==> src/abu_pkg.sv <==
package abu_pkg;

    // ==========================================================
    // register offsets
    localparam logic [15:0] ABU_OFF_WAIT_STATUS  = 16'hfe00;
    localparam logic [15:0] ABU_OFF_AUX_CTRL     = 16'hfe02;
    localparam logic [15:0] ABU_OFF_FLAG_CLR     = 16'hfe03;
    localparam logic [15:0] ABU_OFF_ADDR_HIGH    = 16'hfe09;
    localparam logic [15:0] ABU_OFF_ADDR_LOW     = 16'hfe0a;
    localparam logic [15:0] ABU_OFF_STATUS_CTRL  = 16'hfe0b;
    localparam logic [15:0] ABU_OFF_IRQ_STATUS   = 16'hfe10;
    localparam logic [15:0] ABU_OFF_IRQ_CLEAR    = 16'hfe11;
    localparam logic [15:0] ABU_OFF_IRQ_ENABLE   = 16'hfe12;

    // ==========================================================
    // field positions
    localparam int ABU_BIT_MATCH_EN   = 7;
    localparam int ABU_BIT_ACTIVE     = 6;
    localparam int ABU_BIT_WAIT_FLAG  = 1;
    localparam int ABU_BIT_FLAG_CLR   = 7;
    localparam int ABU_BIT_WDOG_OFF   = 0;
    localparam int ABU_EV_MATCH       = 0;
    localparam int ABU_EV_SOFT        = 1;
    localparam int ABU_EV_WAKE        = 2;
    localparam int ABU_EV_W           = 3;

    // ==========================================================
    // reset values
    localparam logic [7:0] ABU_RST_WAIT_STATUS = 8'h10;
    localparam logic [7:0] ABU_RST_BYTE        = 8'h00;

endpackage : abu_pkg

==> src/abu_sticky_bit.sv <==
`timescale 1ns/1ps
// sticky flag; set wins over clear
module abu_sticky_bit (
    input  wire logic sys_clk,
    input  wire logic rst_b,
    input  wire logic set_in,
    input  wire logic clr_in,
    output logic      flag_q
);
    always_ff @(posedge sys_clk or negedge rst_b) begin
        if (!rst_b) begin
            flag_q <= 1'b0;
        end else if (set_in) begin
            flag_q <= 1'b1;
        end else if (clr_in) begin
            flag_q <= 1'b0;
        end
    end
endmodule : abu_sticky_bit

==> src/abu_addr_match.sv <==
`timescale 1ns/1ps
// registered compare of fetch address with breakpoint
module abu_addr_match #(
    parameter int AW = 16
) (
    input  wire logic          sys_clk,
    input  wire logic          rst_b,
    input  wire logic [AW-1:0] cpu_addr,
    input  wire logic          cpu_fetch,
    input  wire logic [AW-1:0] bkpt_addr,
    input  wire logic          match_en,
    output logic               hit_q
);
    wire hit_d = match_en && cpu_fetch && (cpu_addr == bkpt_addr);
    always_ff @(posedge sys_clk or negedge rst_b) begin
        if (!rst_b) begin
            hit_q <= 1'b0;
        end else begin
            hit_q <= hit_d;
        end
    end
endmodule : abu_addr_match

==> src/abu_break_unit.sv <==
`timescale 1ns/1ps
module abu_break_unit
    import abu_pkg::*;
#(
    parameter int AW = 16
) (
    input  wire logic          sys_clk,
    input  wire logic          rst_b,
    input  wire logic [15:0]   reg_addr,
    input  wire logic [7:0]    reg_wdata,
    input  wire logic          reg_wr,
    input  wire logic          reg_rd,
    output logic [7:0]         reg_rdata,
    input  wire logic [AW-1:0] cpu_addr,
    input  wire logic          cpu_fetch,
    input  wire logic          cpu_in_wait,
    input  wire logic          cpu_in_stop,
    input  wire logic          cpu_break_exit,
    output logic               break_req,
    output logic               break_active,
    output logic               timer_halt,
    output logic               watchdog_disable,
    output logic               flag_clear_allow,
    output logic               low_power_wake,
    output logic               irq
);

    // ==========================================================
    // registers
    logic [7:0] addr_high_q;
    logic [7:0] addr_low_q;
    logic       match_en_q;
    logic       active_q;
    logic       flag_clr_en_q;
    logic       wdog_off_q;
    logic [7:0] rdata_q;
    logic [ABU_EV_W-1:0] irq_en_q;
    logic [ABU_EV_W-1:0] irq_stat;
    logic       wait_flag;
    logic       hit;

    // ==========================================================
    // decode
    wire wr_high   = reg_wr && (reg_addr == ABU_OFF_ADDR_HIGH);
    wire wr_low    = reg_wr && (reg_addr == ABU_OFF_ADDR_LOW);
    wire wr_sc     = reg_wr && (reg_addr == ABU_OFF_STATUS_CTRL);
    wire wr_ws     = reg_wr && (reg_addr == ABU_OFF_WAIT_STATUS);
    wire wr_fc     = reg_wr && (reg_addr == ABU_OFF_FLAG_CLR);
    wire wr_aux    = reg_wr && (reg_addr == ABU_OFF_AUX_CTRL);
    wire wr_iclr   = reg_wr && (reg_addr == ABU_OFF_IRQ_CLEAR);
    wire wr_ien    = reg_wr && (reg_addr == ABU_OFF_IRQ_ENABLE);
    wire [AW-1:0] bkpt_addr = AW'({addr_high_q, addr_low_q});

    // ==========================================================
    // break sources
    // address compare is registered, so the request follows the fetch by one cycle
    abu_addr_match #(.AW(AW)) u_match (
        .sys_clk   (sys_clk),
        .rst_b     (rst_b),
        .cpu_addr  (cpu_addr),
        .cpu_fetch (cpu_fetch),
        .bkpt_addr (bkpt_addr),
        .match_en  (match_en_q),
        .hit_q     (hit)
    );

    wire soft_break = wr_sc && reg_wdata[ABU_BIT_ACTIVE];
    // request goes straight out; the cpu decides the instruction boundary
    assign break_req = hit || soft_break;
    // a break while asleep wakes the cpu
    wire sleep_break = break_req && (cpu_in_wait || cpu_in_stop);

    // ==========================================================
    // control registers
    always_ff @(posedge sys_clk or negedge rst_b) begin
        if (!rst_b) begin
            addr_high_q   <= ABU_RST_BYTE;
            addr_low_q    <= ABU_RST_BYTE;
            match_en_q    <= 1'b0;
            flag_clr_en_q <= 1'b0;
            wdog_off_q    <= 1'b0;
            irq_en_q      <= '0;
        end else begin
            if (wr_high) begin
                addr_high_q <= reg_wdata;
            end
            if (wr_low) begin
                addr_low_q <= reg_wdata;
            end
            if (wr_sc) begin
                match_en_q <= reg_wdata[ABU_BIT_MATCH_EN];
            end
            if (wr_fc) begin
                flag_clr_en_q <= reg_wdata[ABU_BIT_FLAG_CLR];
            end
            if (wr_aux) begin
                wdog_off_q <= reg_wdata[ABU_BIT_WDOG_OFF];
            end
            if (wr_ien) begin
                irq_en_q <= reg_wdata[ABU_EV_W-1:0];
            end
        end
    end

    // ==========================================================
    // break-active bit: hardware set beats software clear
    always_ff @(posedge sys_clk or negedge rst_b) begin
        if (!rst_b) begin
            active_q <= 1'b0;
        end else if (break_req) begin
            active_q <= 1'b1;
        end else if (wr_sc && !reg_wdata[ABU_BIT_ACTIVE]) begin
            active_q <= 1'b0;
        end else if (cpu_break_exit) begin
            active_q <= 1'b0;
        end
    end

    // ==========================================================
    // wait flag
    abu_sticky_bit u_wait (
        .sys_clk (sys_clk),
        .rst_b   (rst_b),
        .set_in  (sleep_break),
        .clr_in  (wr_ws && !reg_wdata[ABU_BIT_WAIT_FLAG]),
        .flag_q  (wait_flag)
    );

    // ==========================================================
    // interrupt status, write one to clear
    wire [ABU_EV_W-1:0] ev_set = {sleep_break, soft_break, hit};
    genvar gi;
    generate
        for (gi = 0; gi < ABU_EV_W; gi++) begin : g_ev
            abu_sticky_bit u_ev (
                .sys_clk (sys_clk),
                .rst_b   (rst_b),
                .set_in  (ev_set[gi]),
                .clr_in  (wr_iclr && reg_wdata[gi]),
                .flag_q  (irq_stat[gi])
            );
        end
    endgenerate
    assign irq = |(irq_stat & irq_en_q);

    // ==========================================================
    // effects on the rest of the chip
    assign break_active     = active_q;
    assign timer_halt       = active_q;
    assign watchdog_disable = active_q && wdog_off_q;
    // outside break, clears are always allowed
    assign flag_clear_allow = !active_q || flag_clr_en_q;
    assign low_power_wake   = sleep_break;

    // ==========================================================
    // read mux
    logic [7:0] rd_mux;
    always_comb begin
        rd_mux = 8'h00;
        case (reg_addr)
            ABU_OFF_WAIT_STATUS: begin
                rd_mux = ABU_RST_WAIT_STATUS;
                rd_mux[ABU_BIT_WAIT_FLAG] = wait_flag;
            end
            ABU_OFF_AUX_CTRL:    rd_mux[ABU_BIT_WDOG_OFF] = wdog_off_q;
            ABU_OFF_FLAG_CLR:    rd_mux[ABU_BIT_FLAG_CLR] = flag_clr_en_q;
            ABU_OFF_ADDR_HIGH:   rd_mux = addr_high_q;
            ABU_OFF_ADDR_LOW:    rd_mux = addr_low_q;
            ABU_OFF_STATUS_CTRL: begin
                rd_mux[ABU_BIT_MATCH_EN] = match_en_q;
                rd_mux[ABU_BIT_ACTIVE]   = active_q;
            end
            ABU_OFF_IRQ_STATUS:  rd_mux[ABU_EV_W-1:0] = irq_stat;
            ABU_OFF_IRQ_ENABLE:  rd_mux[ABU_EV_W-1:0] = irq_en_q;
            default:             rd_mux = 8'h00;
        endcase
    end

    always_ff @(posedge sys_clk or negedge rst_b) begin
        if (!rst_b) begin
            rdata_q <= 8'h00;
        end else begin
            rdata_q <= reg_rd ? rd_mux : 8'h00;
        end
    end
    assign reg_rdata = rdata_q;

endmodule : abu_break_unit

==> config.mk <==
export PLATFORM = sky130hd
export DESIGN_NAME = abu_break_unit
export DESIGN_NICKNAME = d
export VERILOG_FILES = /design/src/abu_pkg.sv /design/src/abu_sticky_bit.sv /design/src/abu_addr_match.sv /design/src/abu_break_unit.sv
export SDC_FILE = /design/constraint.sdc
export NUM_CORES = 1
export LEC_CHECK = 0
export CAP_MARGIN = 20
export CORE_MARGIN = 2
export CORE_UTILIZATION = 60
export CTS_CLUSTER_DIAMETER = 200
export CTS_CLUSTER_SIZE = 14
export DETAILED_ROUTE_END_ITERATION = 10
export DONT_BUFFER_PORTS = 1
export GPL_TIMING_DRIVEN = 1
export PLACE_DENSITY = 0.76
export SYNTH_ARGS = -nofsm -noshare
export SYNTH_HDL_FRONTEND = slang
export SYNTH_SLANG_ARGS = --single-unit
==> constraint.sdc <==
create_clock -name sys_clk -period 1.9 [get_ports sys_clk]
set_input_delay 0 -clock sys_clk [delete_from_list [all_inputs] [get_ports sys_clk]]
set_output_delay 0 -clock sys_clk [all_outputs]
set_load 0.02 [all_outputs]
Word-level counts from Yosys, hierarchy flattened
Cells that the tools add are included. W data, S select, Z words.

Flip-flop bits (word level): 36. Input port bits: 48. Output and inout bits: 15. Logic and storage cells: 71.

Equality and inequality tests: 10. Multiplexer cells: 17. Bitwise operators: 1. Reductions and logical operators: 30.

Operators by type and width (count): $eq A16 B16 Y1 const B (9); $logic_and A1 B1 Y1 (18); $eq A16 B16 Y1 (1); $mux W1 (11); $pmux W2 S5 (1); $pmux W3 S3 (1); $mux W8 (1); $reduce_bool A2 Y1 (4); $pmux W1 S5 (1); $pmux W1 S4 (1); $and A3 B3 Y3 (1); $logic_not A1 Y1 (3); $logic_or A1 B1 Y1 (3); $pmux W1 S3 (1); $reduce_bool A3 Y1 (1); $reduce_or A3 Y1 (1).

Depth between registers and ports, before layout
Gate-level depths: netlist of the first run.

Word-level depth: 6. Depth in mapped cells: 6. Gate-level depth less buffers: 4.

Hierarchy
A second synthesis of the first run with hierarchy kept.

Cells, all modules: 196. Area, all modules: 2025.7 µm².

By module, submodules not included: abu_break_unit (times used 1, cells each 161, area an instance 1671.6 µm², sequential area each 775.7 µm²); abu_addr_match (times used 1, cells each 23, area an instance 209.0 µm², sequential area each 25.0 µm²); abu_sticky_bit (times used 4, cells each 3, area an instance 36.3 µm², sequential area each 25.0 µm²).

Worst setup path before layout of the first run
Ideal clock, no wire load.

Kind: input to register. From: input port reg_addr[2]. To: register addr_high_q[5]. Library setup time: 128 ps. Arrival time: 1473 ps. Required time: 1772 ps. Slack: 299 ps. Stages on the path: 4. Path buffers: 0. Cell sequence: or4_4 nor4_4 nand2_2 mux2_1.

Cells in the longest elaborated chain, start to end: 2.

RTL lines: start, declared (line abu_break_unit.sv:9) `input wire logic [15:0] reg_addr,`; $eq A16 B16 Y1 (line abu_break_unit.sv:44) `wire wr_high = reg_wr && (reg_addr == ABU_OFF_ADDR_HIGH);`; $logic_and A1 B1 Y1 (line abu_break_unit.sv:44); end signal, assigned (line abu_break_unit.sv:85) `addr_high_q <= reg_wdata;`; end, declared (line abu_break_unit.sv:30) `logic [7:0] addr_high_q;`.

No other way between the ends. A chain may end at the register's enable or synchronous reset.

Worst setup path after layout of the first run
From: input port reg_addr[4]. To: register flag_clr_en_q.

Cells in the longest elaborated chain, start to end: 2.

RTL lines: $eq A16 B16 Y1 (line abu_break_unit.sv:48) `wire wr_fc = reg_wr && (reg_addr == ABU_OFF_FLAG_CLR);`; $logic_and A1 B1 Y1 (line abu_break_unit.sv:48); end signal, assigned (line abu_break_unit.sv:94) `flag_clr_en_q <= reg_wdata[ABU_BIT_FLAG_CLR];`; end, declared (line abu_break_unit.sv:34) `logic flag_clr_en_q;`.

No other way between the ends.

==> results.md, run 1 <==
* Status: finished, final reports clean
* Syn Area/Cell at 11.47 um^2
* Num CTS Buffers at 5
* Post-synth top area cell: dfrtp_1
* Static leakage at 1.100 nW
* Max-slew violations at 0
* Max-cap violations at 0
* Post-synth ARST share at 1.000
* Core Area at 3053 um^2
* Register area share after synthesis at 0.4648
* Worst Reg-to-Reg Cells at 4
* Final antenna-violating net count at 0
* H-tree depth at 2
* Fin crit share at 0.9883
* Netlist cell types at 43
* Simple-Gate Fraction of Synth Area at 0.1782
* EDFF count, synth at 0
* Layout cell share with drive strength beyond 1 at 0.2009
* Final setup violating endpoints at 0
* Crit path time final at ~1900 ps
* GPL Wtd Cong at 0.7814
* Hold_buf cts at 41
* Post-Syn Area at 1938 um^2
* Crit path launch type: primary input
* GRT Overall Usage at 0.3071
* Clock transition at the registers of the reported paths at between 100 and 150 ps
* FP Rows at 20
* Power Dens Cells at 593.4 nW/um^2
* Initial antenna violation count at 0
* Placed Cells at 209
* Multiplexer share of the synthesized area at 0.1601
* Hold path cells at 3
* Pin count of the biggest net entering global routing at 37
* Ant. Diodes at 0
* Slew @ Worst Pin at 541.3 ps
* Yosys reg bits at 36
* Synth warn at 0
* I/O Pins at 63
* Xor/xnor cell area share of the yosys netlist at 0.07230
* Synth area leaders: dfrtp_1 (46%), mux2_2 (13%), xnor2_1 (5.9%)
* Main combinational cell family by area after synthesis: simple AND/OR/NAND/NOR gates
* Die width at 60.84 um
* Max Clock Skew at 12.62 ps
* R2r setup slk at 260 ps
* Slew margin rel. at 0.6384
* Die area at ~3700 um^2
* Fill cells at between 200 and 250
* Largest fanout on the critical path at 6
* Worst Path Required at 2140 ps
* Most frequent cells in the layout: dlygate4sd3_1 (40), dfrtp_1 (36), mux2_2 (23)
* DRC violations left at 0
* Register Area at 900.9 um^2
* Setup Buffers After CTS at 0
* Vias/cell at 6.174
* Drt pass-1 iters at 4
* Post-synth top area share at 0.4648
* Total gr overflow at 0
* Finished Layout Cells at 258
* Area grow syn2layout at 27.11%
* Root Buffer Master: clkbuf_4
* Setup Crit Path Kind: in -> reg
* Most common cell after layout, fill and taps aside: dlygate4sd3_1
* Main synth FF type: dfrtp_1
* FF-to-FF End: u_match.hit_q$_DFF_PN0_
* Synth Instances at 169
* Post-Synth Adder-Cell Area at 0
* HP Class: in -> reg
* Compound-Gate Fraction of Synth Area at 0.08974
* Min-delay src: reg_addr[1]
* Vias at 1593
* CTS tree: built
* Multi-input logic area at 969.7 um^2
* WL/cell at 19.54 um
* Fmax at 0.5325 GHz
* Final net count at between 200 and 300
* Worst setup EP type: flop
* Final WL at just over 5 mm
* Initial drt markers at 131
* Global-route wire length before repair at a little over 8 mm
* Worst VDD drop at roughly 860 uV
* Final hold vios at 0
* Post-DP HPWL at 3.307 mm
* Worst EP arrival at 2120 ps
* Clk sink count at 36
* Port bufs at 0
* Worst r2r src: addr_high_q[0]$_DFFE_PN0P_
* Synth Net Count at roughly 220
* Post-cts resize count at 0
* RSZ-0062 raised after global routing: false
* Clk buf depth at 2
* Final setup TNS at 0 ps
* Initial Utilization at 0.6348
* Die height at roughly 61 um
* Vias in the first global route at 1700
* WHS Endpoint: reg_rdata[2]$_DFF_PN0_
* Later-pin clock latency in the skew report at between 300 and 400 ps
==> cells in the mapped netlist (2+ instances only) <==
| cell | n |
|---|---|
| a21oi_1 | 2 |
| a222oi_1 | 2 |
| a22o_1 | 3 |
| a22oi_1 | 5 |
| a31oi_1 | 3 |
| and2_1 | 2 |
| and4b_1 | 2 |
| buf_2 | 2 |
| clkbuf_1 | 2 |
| clkbuf_8 | 2 |
| dfrtp_1 | 36 |
| inv_1 | 4 |
| mux2_2 | 23 |
| mux2i_1 | 4 |
| nand2_1 | 6 |
| nand2_2 | 2 |
| nand3_1 | 7 |
| nand3b_1 | 2 |
| nand4_1 | 5 |
| nor2_1 | 8 |
| nor2b_1 | 4 |
| nor3_1 | 6 |
| nor4_4 | 2 |
| o21ai_0 | 2 |
| xnor2_1 | 13 |
| xor2_1 | 3 |
==> stage by stage <==
| stage | worst slack, ps | power [mW] | util | hold WS [ps] | cell area, um^2 |
|---|---|---|---|---|---|
| 6_report | 22.15 | 1.462 | 0.8070 | 10.66 | 2464 |
| 2_1_floorplan | 299.0 | 0.8393 | - | -295.6 | 1938 |
| 5_1_grt | 12.97 | 1.518 | 0.8070 | 34.90 | 2464 |
| 3_5_place_dp | 121.7 | 0.8339 | 0.6430 | -294.8 | 1963 |
| 4_1_cts | 85.73 | 1.466 | 0.8070 | 2.861 | 2464 |
| 3_3_place_gp | 183.5 | 0.8329 | 0.6430 | -294.9 | 1963 |
==> layer usage <==
layer,track usage,wire (um)
met1,0.3792,2045
met2,0.5330,2582
met3,0.07249,332
met4,0.09317,82
met5,0,0
==> kinds of logic after synthesis <==
| family | count (synthesis) |
|---|---|
| flip-flops | 36 |
| XOR/XNOR | 16 |
| buffers and inverters | 11 |
| multiplexers | 28 |
| AO/OA/AOI/OAI | 23 |
| AND/OR/NAND/NOR | 55 |
==> how the worst max path moves through the flow <==
stage | start | endpoint | slack (ps) | depth (start not counted)
finish | reg_addr[4] | flag_clr_en_q$_DFFE_PN0P_ | 20 | 6
global placement | reg_addr[2] | addr_high_q[5]$_DFFE_PN0P_ | 180 | 4
detailed placement | reg_addr[2] | addr_high_q[5]$_DFFE_PN0P_ | 120 | 4
floorplan | reg_addr[2] | addr_high_q[5]$_DFFE_PN0P_ | 300 | 4
global route | reg_addr[4] | flag_clr_en_q$_DFFE_PN0P_ | 10 | 6
CTS | reg_addr[4] | flag_clr_en_q$_DFFE_PN0P_ | 90 | 6
==> state kept, by name, indices dropped and copies added (netlist names) <==
signal and cells:
addr_low_q 8, wdog_off_q 1, irq_en_q 3, flag_clr_en_q 1, u_wait.flag_q 1, reg_rdata 8
g_ev.u_ev.flag_q 3, addr_high_q 8, break_active 1, u_match.hit_q 1, match_en_q 1
==> final cells by class <==
cell class                 count  area share
multi-input combinational    122      0.3936
timing repair buffer          44      0.1798
sequential                    36      0.3657
inverter                       4    0.006094
tap                           44     0.02235
clock inverter                 3     0.01727
clock buffer                   5     0.01524
==> power by group <==
group / switching (mW) / total, mW / internal, mW
clock network: 0.264 / 0.538 / 0.274
registers: 0.000193 / 0.766 / 0.766
logic: 0.0723 / 0.157 / 0.0851
total: 0.337 / 1.46 / 1.13
==> critical path, cell delays in order <==
cell and delay [ps]:
dlygate4sd3_1 630, nor3_1 220, dlygate4sd3_1 570, nand2_1 90
nor3_1 240, mux2_2 370
Power figures use the tool's default switching activity.
==> inputs of run 2 (changes only) <==
CAP_MARGIN = unset   (was 20)
CELL_PAD_IN_SITES_DETAIL_PLACEMENT = 0   (was unset)
CELL_PAD_IN_SITES_GLOBAL_PLACEMENT = 2   (was unset)
CORE_UTILIZATION = 35   (was 60)
PLACE_DENSITY = unset   (was 0.76)
PLACE_DENSITY_LB_ADDON = 0.1   (was unset)
clock period = 1.65 ns   (was 1.9 ns; I/O delays follow)
==> run 2 against run 1 <==
Net effect:
- the run now ends with negative hold slack left
- register-to-register slack got worse by 160 ps
- via count fell by 9.1%
- sequential power rose by 15%
- clock power rose by 25%
- count of clock-buffer cells in the layout rose by 2
- hold slack got worse by 17 ps
- first-iteration DRC count fell by 32%
- design area fell by 4.8%
- non-clock buffer count fell by 16
- die area rose by 66%
- setup slack improved by 82 ps
- largest cell class unchanged
- highest routed layer unchanged
==> results.md, run 2 (synthesis results as in run 1) <==
* Status: finished with violations
* Violated checks: negative hold slack
* Max-slew violations at 0 (unchanged)
* I/O Pins at 63 (unchanged)
* Later-pin clock latency in the skew report at 280 ps (-70 ps)
* Vias/cell at 5.383 (-13%)
* Hold path cells at 2 (-1)
* Root Buffer Master: clkbuf_8
* CP max stage cell: or4_1
* Critical path's top delay family: simple AND/OR/NAND/NOR gates
* Clock transition at the registers of the reported paths at 70 ps (-40 ps)
* Final setup TNS at 0 ps (unchanged)
* Hold WS at -6.501 ps (-17.16 ps)
* Die area at 6149 um^2 (+66%)
* Slew @ Worst Pin at 425.1 ps (-116.3 ps)
* Final WL at 5.074 mm (+0.63%)
* Worst VDD drop at 376.9 uV (-56%)
* GPL Wtd Cong at 0.7979 (+2.1%)
* Crit path cell chain: xnor2_1 > nand4_1 > or4_1 > nor4_1
* Worst r2r src: addr_high_q[1]$_DFFE_PN0P_
* Most frequent cells in the layout: dfrtp_1 (36), mux2_2 (23), dlygate4sd3_1 (20)
* Post-DP Area at 2028 um^2 (+3.3%)
* Worst Reg-to-Reg Cells at 4 (unchanged)
* Max Clock Skew at 3.495 ps (-9.130 ps)
* DRC violations left at 0 (unchanged)
* Area grow syn2layout at 20.98%
* Fmax at 0.6468 GHz
* Crit path launch type: flop
* Worst setup EP type: flop
* Total gr overflow at 0 (unchanged)
* Slew margin rel. at 0.7153 (+0.07693)
* Pwr Total at 1.694 mW (+16%)
* Max-cap violations at 0 (unchanged)
* Final antenna-violating net count at 0 (unchanged)
* Drt pass-1 iters at 4 (unchanged)
* Port bufs at 0 (unchanged)
* H-tree depth at 2 (unchanged)
* Vias in the first global route at 1548 (-8.9%)
* FP Rows at 27 (+35%)
* Clk sink count at 36 (unchanged)
* Vias at 1448 (-9.1%)
* Min-delay src: cpu_addr[10]
* Ant. Diodes at 0 (unchanged)
* Largest fanout on the critical path at 3 (-3)
* Crit path time final at 1546 ps
* Final Worst Setup Slack at 104.0 ps (+81.80 ps)
* Placed Cells at 241 (+15%)
* HP Class: in -> reg
* Die height at 78.42 um (+29%)
* Most common cell after layout, fill and taps aside: dfrtp_1
* Core Area at 5439 um^2 (+78%)
* Worst EP arrival at 1730 ps (-390 ps)
* Initial drt markers at 89 (-32%)
* CTS tree: built
* Crit path buffers/inverters at 0 (-2)
* Setup Crit Path Kind: reg -> reg
* Post-DP HPWL at 3.790 mm (+15%)
* RSZ-0062 raised after global routing: false
* R2r setup slk at 100 ps (-160 ps)
* Pre-CTS WS at -32.89 ps (-154.6 ps)
* Worst Path Required at 1830 ps (-310 ps)
* Initial antenna violation count at 0 (unchanged)
* Finished Layout Cells at 269 (+4.3%)
* Global-route wire length before repair at 8.010 mm (-1.8%)
* Clk buf depth at 2 (unchanged)
* Final core occ at 0.4311 (-0.3759)
* Worst path max stage delay at 530 ps (-100 ps)
* Setup Buffers After CTS at 0 (unchanged)
* Layout cell share with drive strength beyond 1 at 0.2335 (+0.03257)
* Cell area after layout at 2345 um^2 (-4.8%)
* Final net count at 245 (-6.1%)
* WL/cell at 18.86 um (-3.5%)
* Power Dens Cells at 722.6 nW/um^2 (+22%)
* FF-to-FF End: u_match.hit_q$_DFF_PN0_
* Static leakage at 1.047 nW (-4.8%)
* Initial Utilization at 0.3563 (-0.2785)
* WHS Endpoint: u_match.hit_q$_DFF_PN0_
* Die width at 78.42 um (+29%)
* Final setup violating endpoints at 0 (unchanged)
* Pin count of the biggest net entering global routing at 37 (unchanged)
* Num CTS Buffers at 5 (unchanged)
* Fin crit share at 0.9370
* GRT Overall Usage at 0.1738 (-0.1334)
* Final hold vios at 1 (+1)
* Fill cells at 549 (+170%)
[run 2: area by class of cell]
type | count | area [um^2] | area share
clock buffer | 7 | 96.34 | 0.04109
timing repair buffer | 28 | 272.8 | 0.1163
sequential | 36 | 900.9 | 0.3842
inverter | 4 | 15.01 | 0.006403
tap | 72 | 90.09 | 0.03842
multi-input combinational | 122 | 969.7 | 0.4136
[run 2: worst max-delay path by stage]
stage | from | to | cells past startpoint
after detailed placement | reg_addr[2] | irq_en_q[1]$_DFFE_PN0P_ | 5
after global routing | addr_high_q[4]$_DFFE_PN0P_ | u_match.hit_q$_DFF_PN0_ | 4
final | addr_high_q[1]$_DFFE_PN0P_ | u_match.hit_q$_DFF_PN0_ | 4
after floorplan | reg_addr[2] | addr_high_q[5]$_DFFE_PN0P_ | 4
after global placement | reg_addr[2] | addr_high_q[5]$_DFFE_PN0P_ | 4
after CTS | reg_addr[2] | low_power_wake | 6
[run 2: timing repair]
| action | in CTS | in global routing |
|---|---|---|
| hold buffers | 21 | 0 |
| hold endpoints to repair | 72 | 0 |
| endpoints found under the setup margin | 0 | 1 |
| resized for setup | 0 | 0 |
[run 2: where the power goes]
part	leakage [nW]	switching, mW	internal (mW)
Sequential	0.498	0.000209	0.882
Combinational	0.498	0.0674	0.0703
Clock	0.0503	0.302	0.372
[run 2: per-layer routing]
metal / part of all wire / global-route usage
met4: 0.011 / 0.04561
met5: 0 / 0
met2: 0.47 / 0.2793
met3: 0.080 / 0.06092
met1: 0.44 / 0.2234
